<file path="config.mk">
export PLATFORM = sky130hd
export DESIGN_NAME = bip_bank
export DESIGN_NICKNAME = d
export VERILOG_FILES = /design/src/include/bip_pkg.sv /design/src/rtl/bip_bank.sv
export VERILOG_INCLUDE_DIRS = /design/src /design/src/include
export SDC_FILE = /design/constraint.sdc
export NUM_CORES = 1
export LEC_CHECK = 0
export ABC_AREA = 1
export BUFFER_PORTS_ARGS = -buffer_cell sky130_fd_sc_hd__buf_2
export CORE_AREA = 2 2 149 151
export CTS_CLUSTER_SIZE = 40
export DETAILED_ROUTE_END_ITERATION = 10
export DIE_AREA = 0 0 151 153
export GPL_TIMING_DRIVEN = 0
export SLEW_MARGIN = 20
export SYNTH_ARGS = -nofsm -noshare
export SYNTH_HDL_FRONTEND = slang
export SYNTH_SLANG_ARGS = --single-unit
</file>
<file path="constraint.sdc">
create_clock -name clk -period 3.98 [get_ports clk]
set_clock_uncertainty 0.15 [all_clocks]
set_input_delay 0.796 -clock clk [delete_from_list [all_inputs] [get_ports clk]]
set_output_delay 0.796 -clock clk [all_outputs]
set_load 0.02 [all_outputs]
</file>
<file path="src/include/bip_defines.svh">
`ifndef BIP_DEFINES_SVH
`define BIP_DEFINES_SVH

// local port offsets inside one bank (low nibble of the I/O address)
`define BIP_A_CMD 4'h0
`define BIP_A_DATA 4'h1
`define BIP_A_COMPAT 4'h2
// address bit 3 set selects a vector register, bits 2:0 the input
`define BIP_A_VEC_BIT 3

// command word decode on the command port
`define BIP_FIRST_WORD_BIT 4
`define BIP_READ_POLL_BIT 3
// first initialization word fields
`define BIP_LEVEL_BIT 3
`define BIP_SINGLE_BIT 1
`define BIP_OPTS_BIT 0
// options word fields
`define BIP_AUTO_EOI_BIT 1
`define BIP_SPEC_NEST_BIT 4
// eoi/priority word fields
`define BIP_ROT_BIT 7
`define BIP_SPECIFIC_BIT 6
`define BIP_EOI_BIT 5
// read/poll word fields
`define BIP_SMASK_EN_BIT 6
`define BIP_SMASK_BIT 5
`define BIP_POLL_BIT 2
`define BIP_REG_READ_BIT 1
`define BIP_READ_SVC_BIT 0
// poll answer flag position
`define BIP_POLL_FLAG_BIT 7

// reset values
`define BIP_LOW_PRIO_RST 3'h7
`define BIP_MASK_RST 8'h00
`define BIP_EDGE_RST 8'hff

`endif

</file>
<file path="src/include/bip_pkg.sv">
package bip_pkg;

  // initialization sequencing
  typedef enum logic [2:0] {
    BIP_ST_IDLE,
    BIP_ST_W2,
    BIP_ST_W3,
    BIP_ST_W4,
    BIP_ST_RUN
  } bip_init_e;

  // one access on the internal I/O data bus
  typedef struct packed {
    logic wr;
    logic rd;
    logic [3:0] addr;
    logic [7:0] wdata;
  } bip_io_s;

  typedef logic [7:0][7:0] bip_vec_t;

  // whole state of one bank
  typedef struct packed {
    bip_init_e init_st;
    logic level_mode;
    logic cascade;
    logic need_opts;
    logic auto_eoi;
    logic spec_nest;
    logic [7:0] cascade_map;
    logic [7:0] mask;
    logic [7:0] pend_req;
    logic [7:0] in_svc;
    logic [7:0] prev_act;
    logic [2:0] low_prio;
    logic spec_mask;
    logic read_in_svc;
    logic poll_pend;
    logic rot_auto;
    bip_vec_t vec;
    logic [7:0] compat_val;
    logic compat_req;
    logic [7:0] rdata;
    logic int_req;
    logic ack_valid;
    logic [7:0] ack_vector;
    logic ack_slave;
    logic [2:0] ack_lvl;
  } bip_state_s;

endpackage

</file>
<file path="src/rtl/bip_bank.sv">
// Operation
// - first init word picks edge or level sensitive request inputs
// - first init word picks single or cascade; cascade word taken only in cascade
// - options word taken only when the first init word asked for it
// - compat word stored but unused; any bank's write raises level 1.5 request
// - level 1.5 request clears on compat read; software reads all three banks
// - cascade word marks inputs with slaves; used when giving acknowledge vectors
// - options word picks automatic or software eoi and special nested mode
// - after init: fully nested priority, requests accepted; op words write only
// - mask word write loads the mask register directly
// - eoi/priority word level field 0-7 picks eoi bit or priority level
// - eoi/priority word picks eoi kind and rotation mode
// - poll and register read together: poll wins, status gives poll result
// - status read gives poll code, pending requests or in-service bits
// - mask read returns the last written mask bits
// - each input has a vector register driven out on acknowledge
// - first init word resets edge detector; new high-to-low needed
// - first init word clears mask and makes input 7 lowest priority
// - first init word clears special mask, selects request reads, no auto eoi
// - register selection persists for status reads; poll lasts one read
// - status read after poll marks the level in service, keeps its request and returns level
// - request pins are active low and inverted internally
`timescale 1ns/10ps
`include "bip_defines.svh"

module bip_bank
  import bip_pkg::*;
(
  input wire logic clk,
  input wire logic reset,
  input wire logic ce,
  input wire bip_io_s io,
  output logic [7:0] io_rdata,
  input wire logic [7:0] irq_n,
  input wire logic compat_wr_other,
  input wire logic compat_rd_other,
  output logic compat_req,
  input wire logic ack_req,
  output logic ack_valid,
  output logic [7:0] ack_vector,
  output logic ack_slave,
  output logic int_req
);

  bip_state_s st_reg;
  bip_state_s st_next;

  logic [7:0] act;
  logic [7:0] elig;
  logic [7:0] in_svc_view;
  logic found;
  logic [2:0] lvl;
  logic [2:0] rank_req;
  logic blocked;
  logic grant;
  logic svc_found;
  logic [2:0] svc_hi;
  logic [2:0] lvl_field;

  assign act = ~irq_n;
  assign lvl_field = io.wdata[2:0];

  // priority resolution: rank 0 is the level just after the lowest one
  always_comb begin
    logic [2:0] idx;
    idx = 3'h0;
    found = 1'b0;
    lvl = 3'h0;
    rank_req = 3'h7;
    blocked = 1'b0;
    svc_found = 1'b0;
    svc_hi = 3'h0;
    elig = st_reg.pend_req & ~st_reg.mask;
    // special mask lets masked in-service levels stop inhibiting
    in_svc_view = st_reg.spec_mask ? (st_reg.in_svc & ~st_reg.mask) : st_reg.in_svc;
    for (int i = 0; i < 8; i++) begin
      idx = 3'(st_reg.low_prio + 3'(i) + 3'h1);
      if (!found && elig[idx]) begin
        found = 1'b1;
        lvl = idx;
        rank_req = 3'(i);
      end
      if (!svc_found && st_reg.in_svc[idx]) begin
        svc_found = 1'b1;
        svc_hi = idx;
      end
    end
    // fully nested: equal or higher level in service blocks
    for (int i = 0; i < 8; i++) begin
      idx = 3'(st_reg.low_prio + 3'(i) + 3'h1);
      if (in_svc_view[idx] && (3'(i) < rank_req
          || (3'(i) == rank_req && !st_reg.spec_nest))) begin
        blocked = 1'b1;
      end
    end
    grant = found && !blocked && (st_reg.init_st == BIP_ST_RUN);
  end

  // next state: inputs first, then acknowledge, then bus reads and writes
  always_comb begin
    st_next = st_reg;
    st_next.ack_valid = 1'b0;
    st_next.prev_act = act;
    // edge or level capture of requests
    for (int i = 0; i < 8; i++) begin
      if (st_reg.level_mode) begin
        st_next.pend_req[i] = act[i];
      end else if (act[i] && !st_reg.prev_act[i]) begin
        st_next.pend_req[i] = 1'b1;
      end
    end
    st_next.int_req = grant;

    // acknowledge cycle drives the vector of the granted input
    if (ack_req && grant) begin
      st_next.ack_valid = 1'b1;
      st_next.ack_lvl = lvl;
      st_next.ack_vector = st_reg.vec[lvl];
      // slave marking steers who supplies the vector
      st_next.ack_slave = st_reg.cascade && st_reg.cascade_map[lvl];
      st_next.in_svc[lvl] = !st_reg.auto_eoi;
      if (!st_reg.level_mode) begin
        st_next.pend_req[lvl] = 1'b0;
      end
      if (st_reg.auto_eoi && st_reg.rot_auto) begin
        st_next.low_prio = lvl;
      end
    end

    // any compat read clears the shared level 1.5 request
    if (compat_rd_other) begin
      st_next.compat_req = 1'b0;
    end

    if (io.rd) begin
      if (io.addr[`BIP_A_VEC_BIT]) begin
        st_next.rdata = st_reg.vec[io.addr[2:0]];
      end else begin
        case (io.addr)
          `BIP_A_CMD: begin
            if (st_reg.poll_pend) begin
              st_next.rdata = {grant, 4'h0, lvl};
              if (grant) begin
                st_next.in_svc[lvl] = 1'b1;
              end
              st_next.poll_pend = 1'b0;
            end else begin
              st_next.rdata = st_reg.read_in_svc ? st_reg.in_svc : st_reg.pend_req;
            end
          end
          `BIP_A_DATA: st_next.rdata = st_reg.mask;
          `BIP_A_COMPAT: begin
            st_next.rdata = st_reg.compat_val;
            // local compat read clears the request
            st_next.compat_req = 1'b0;
          end
          default: st_next.rdata = 8'h00;
        endcase
      end
    end

    // set wins over clear, so this follows the clears above
    if (compat_wr_other) begin
      // other bank wrote its compat word
      st_next.compat_req = 1'b1;
    end

    if (io.wr) begin
      if (io.addr[`BIP_A_VEC_BIT]) begin
        st_next.vec[io.addr[2:0]] = io.wdata;
      end else begin
        case (io.addr)
          `BIP_A_CMD: begin
            if (io.wdata[`BIP_FIRST_WORD_BIT]) begin
              st_next.init_st = BIP_ST_W2;
              st_next.level_mode = io.wdata[`BIP_LEVEL_BIT];
              st_next.cascade = !io.wdata[`BIP_SINGLE_BIT];
              st_next.need_opts = io.wdata[`BIP_OPTS_BIT];
              st_next.prev_act = `BIP_EDGE_RST;
              st_next.pend_req = 8'h00;
              st_next.in_svc = 8'h00;
              st_next.mask = `BIP_MASK_RST;
              st_next.low_prio = `BIP_LOW_PRIO_RST;
              // normal mask, request reads, no auto eoi
              st_next.spec_mask = 1'b0;
              st_next.read_in_svc = 1'b0;
              st_next.auto_eoi = 1'b0;
              st_next.spec_nest = 1'b0;
              st_next.poll_pend = 1'b0;
              st_next.rot_auto = 1'b0;
              st_next.cascade_map = 8'h00;
            end else if (io.wdata[`BIP_READ_POLL_BIT]) begin
              if (io.wdata[`BIP_POLL_BIT]) begin
                st_next.poll_pend = 1'b1;
              end else if (io.wdata[`BIP_REG_READ_BIT]) begin
                st_next.read_in_svc = io.wdata[`BIP_READ_SVC_BIT];
              end
              if (io.wdata[`BIP_SMASK_EN_BIT]) begin
                st_next.spec_mask = io.wdata[`BIP_SMASK_BIT];
              end
            end else begin
              case (io.wdata[7:5])
                3'b001: if (svc_found) st_next.in_svc[svc_hi] = 1'b0;
                3'b101: begin
                  if (svc_found) begin
                    st_next.in_svc[svc_hi] = 1'b0;
                    st_next.low_prio = svc_hi;
                  end
                end
                3'b011: st_next.in_svc[lvl_field] = 1'b0;
                3'b111: begin
                  st_next.in_svc[lvl_field] = 1'b0;
                  st_next.low_prio = lvl_field;
                end
                3'b110: st_next.low_prio = lvl_field;
                3'b100: st_next.rot_auto = 1'b1;
                3'b000: st_next.rot_auto = 1'b0;
                default: st_next.rot_auto = st_reg.rot_auto;
              endcase
            end
          end
          `BIP_A_DATA: begin
            case (st_reg.init_st)
              BIP_ST_W2: begin
                st_next.compat_val = io.wdata;
                st_next.compat_req = 1'b1;
                if (st_reg.cascade) begin
                  st_next.init_st = BIP_ST_W3;
                end else if (st_reg.need_opts) begin
                  st_next.init_st = BIP_ST_W4;
                end else begin
                  st_next.init_st = BIP_ST_RUN;
                end
              end
              BIP_ST_W3: begin
                st_next.cascade_map = io.wdata;
                st_next.init_st = st_reg.need_opts ? BIP_ST_W4 : BIP_ST_RUN;
              end
              BIP_ST_W4: begin
                st_next.auto_eoi = io.wdata[`BIP_AUTO_EOI_BIT];
                st_next.spec_nest = io.wdata[`BIP_SPEC_NEST_BIT];
                st_next.init_st = BIP_ST_RUN;
              end
              default: st_next.mask = io.wdata;
            endcase
          end
          default: st_next.rdata = st_next.rdata;
        endcase
      end
    end
  end

  // single state register, frozen while ce is low
  always_ff @(posedge clk) begin
    if (reset) begin
      st_reg <= '0;
      st_reg.init_st <= BIP_ST_IDLE;
      st_reg.low_prio <= `BIP_LOW_PRIO_RST;
      st_reg.prev_act <= `BIP_EDGE_RST;
    end else if (ce) begin
      st_reg <= st_next;
    end
  end

  assign io_rdata = st_reg.rdata;
  assign compat_req = st_reg.compat_req;
  assign ack_valid = st_reg.ack_valid;
  assign ack_vector = st_reg.ack_vector;
  assign ack_slave = st_reg.ack_slave;
  assign int_req = st_reg.int_req;
endmodule

</file>
==> flow_summary.ini <==
[status]
outcome = completed

[global_route]
grt_max_degree = 17
grt_pass1_vias = 10100
grt_usage_pct = 33.2
grt_pass1_wl_mm = 58.1
antenna_found_initial = 0
overflow = 0

[sta]
worst_slack_ps = 192
period_share_pct = 95.2
drv_slew = 0
setup_tns_ps = 0
whs_ps = 314
hold_viol = 0
worst-slew-pin-transition_ps = 1050
relSlewSlack_pct = 30.2
finalSetupViolations = 0
period_needed_ps = 3790
timing.fmax_mhz = 264

[cts]
cts_tree = yes
cts_made_buffers = 17
h-tree-depth = 4
cts_buffer_depth = 2
path_clk_slew_ps = 60
clock-sinks = 147
cts_root_buffer = clkbuf_16
clock_latency_ps = 430

[synth]
synth_enable_flop_cells = 0
ys_ff_latch = 147
yosys_warnings = 0
synth_cell_type_count = 57
netlist_instances = 1531
synth_top_flop_cell = dfxtp_1
syn_nets = 1562
synthesis.area_um2 = 9500
ys_seq_area_share_pct = 31.0
async_flop_share_pct = 0
synth.avg_cell_area_um2 = 6.21

[run]
cap_violations = 0

[worst_hold_path]
min-delay-path-class = register to register
hold_end = ack_vector[3]
holdCritStartpoint = ack_vector[3]
whs_path_depth = 2

[routing]
wl_mm = 38.5
initialDrtViolationCount = 1107
dr_total_vias = 11000
dr.pass1.iters = 7
drc = 0
drt-vias-per-instance = 5.79
routedWlPerCell_um = 20.2
ant_nets = 0

[power]
power_leakage_nw = 4.57
p_clk_share_pct = 36.8
power_mw = 4.51
switching_share_pct = 36.0
power_density_nw_per_um2 = 409
p_switching_mw = 1.62
combinationalPowerShare_pct = 29.1
peakVddDrop_v = 0.000296
seqPwrFrac_pct = 34.1
p_int_mw = 2.89

[worst_setup_path]
end_kind = register
r2r-start = st_reg[99]
crit_path_start_kind = input port
crit_type = input port to register
required_ps = 4190
cp.arrival_ps = 4000
reg2reg_slack_ps = 190
crit_fanout = 10
r2r_cells = 25
reg2reg_to = st_reg[124]

[floorplan]
io-pin-count = 48
core_area_um2 = 21500
die_w_um = 151
die_h_um = 153
row_count = 54
start_util_pct = 44.2
die-area_um2 = 23100

[placed_design]
io_buffer_count = 46
place_ws_ps = -521
place_area_um2 = 10100
hpwl_mm = 29.0
post-place-cells = 1857
routabilityCongestion = 1.00

[final_layout]
area_growth_pct = 16.2
final_common_cell = nand2_1
postLayoutCellArea_um2 = 11000
final_util_pct = 51.4
final_cell_mix = 368 x nand2_1, 196 x o21ai_0, 195 x a21oi_1
fillers = 2276
fin_cells = 1903
drive_gt1_share_pct = 12.6
insertedDiodeCount = 0
nNetsFinal = 1641
[worst max path at each step]
stage,cells after the start,end,startpoint
floorplan,29,st_reg[101],st_reg[99]
global placement,24,ack_vector[5],st_reg[100]
detailed placement,22,ack_vector[4],st_reg[100]
CTS,23,ack_vector[1],st_reg[99]
global route,23,st_reg[111],st_reg[99]
finish,15,st_reg[130],io[10]
[power groups by stage]
stage | logic [mW] | clock network (mW) | registers, mW
2_1_floorplan | 0.794 | 0 | 1.56
3_3_place_gp | 1.16 | 0 | 1.57
3_5_place_dp | 1.16 | 0 | 1.57
4_1_cts | 1.20 | 1.66 | 1.54
5_1_grt | 1.40 | 1.73 | 1.54
6_report | 1.31 | 1.66 | 1.54
[per-layer routing]
layer / wire length [um] / global-route usage [%] / vias up
met5: 0 / 0 / -
met4: 2610 / 19.6 / 0
met3: 2680 / 5.37 / 143
met2: 18100 / 54.7 / 514
met1: 15100 / 40.4 / 5067
li1: - / - / 5291
[critical path, stage by stage]
cell and delay, ps:
buf_2 120, nor2_1 180, inv_1 160, nor2_1 450, inv_1 190, nor2_2 370, inv_1 180, nor2_1 510
nor2_1 80, inv_1 140, nor2_1 100, inv_1 90, clkbuf_1 330, o21ai_0 150, a21oi_1 150
[logic make-up after synthesis]
kind of cell / count (synthesis) / share of synthesized area, %
xor gates and xnor gates: 1 / 0.171
buffers and inverters: 239 / 10.8
adders and majority gates: 3 / 0.395
muxes: 1 / 0.105
and+or+nand+nor: 647 / 29.5
DFF: 147 / 31.0
AOI/OAI and AO/OA: 493 / 28.0
[final cells by class]
type / instances / area, um^2 / share of cell area (%)
multi-input combinational: 1145 / 5670 / 51.3
sequential: 147 / 2950 / 26.7
inverter: 142 / 549 / 4.97
buffer: 95 / 538 / 4.87
clock buffer: 21 / 440 / 3.99
timing repair buffer: 61 / 389 / 3.52
tap: 280 / 350 / 3.17
clock inverter: 11 / 151 / 1.37
timing repair inverter: 1 / 7.51 / 0.0680
[Yosys cell counts (13+ instances only)]
| master | n | area share [%] |
|---|---|---|
| nand4_1 | 13 | 0.86 |
| nand2_1 | 372 | 15 |
| o21ai_1 | 28 | 1.5 |
| clkbuf_1 | 57 | 2.3 |
| buf_2 | 13 | 0.68 |
| inv_1 | 121 | 4.8 |
| inv_2 | 13 | 0.51 |
| nand3_1 | 100 | 5.3 |
| o21ai_0 | 199 | 10 |
| dfxtp_1 | 147 | 31 |
| buf_4 | 22 | 1.7 |
| o211ai_1 | 16 | 1.3 |
| a21oi_1 | 203 | 11 |
| nor2_1 | 114 | 4.5 |
[repair_timing]
item | CTS | global route
setup endpoints to repair | 33 | 36
gates cloned | 0 | 2
hold buffers | 0 | 0
pin swaps | 8 | 9
buffers inserted | 5 | 9
resized for setup | 27 | 41
No activity file was read; power rests on OpenSTA's default activity.
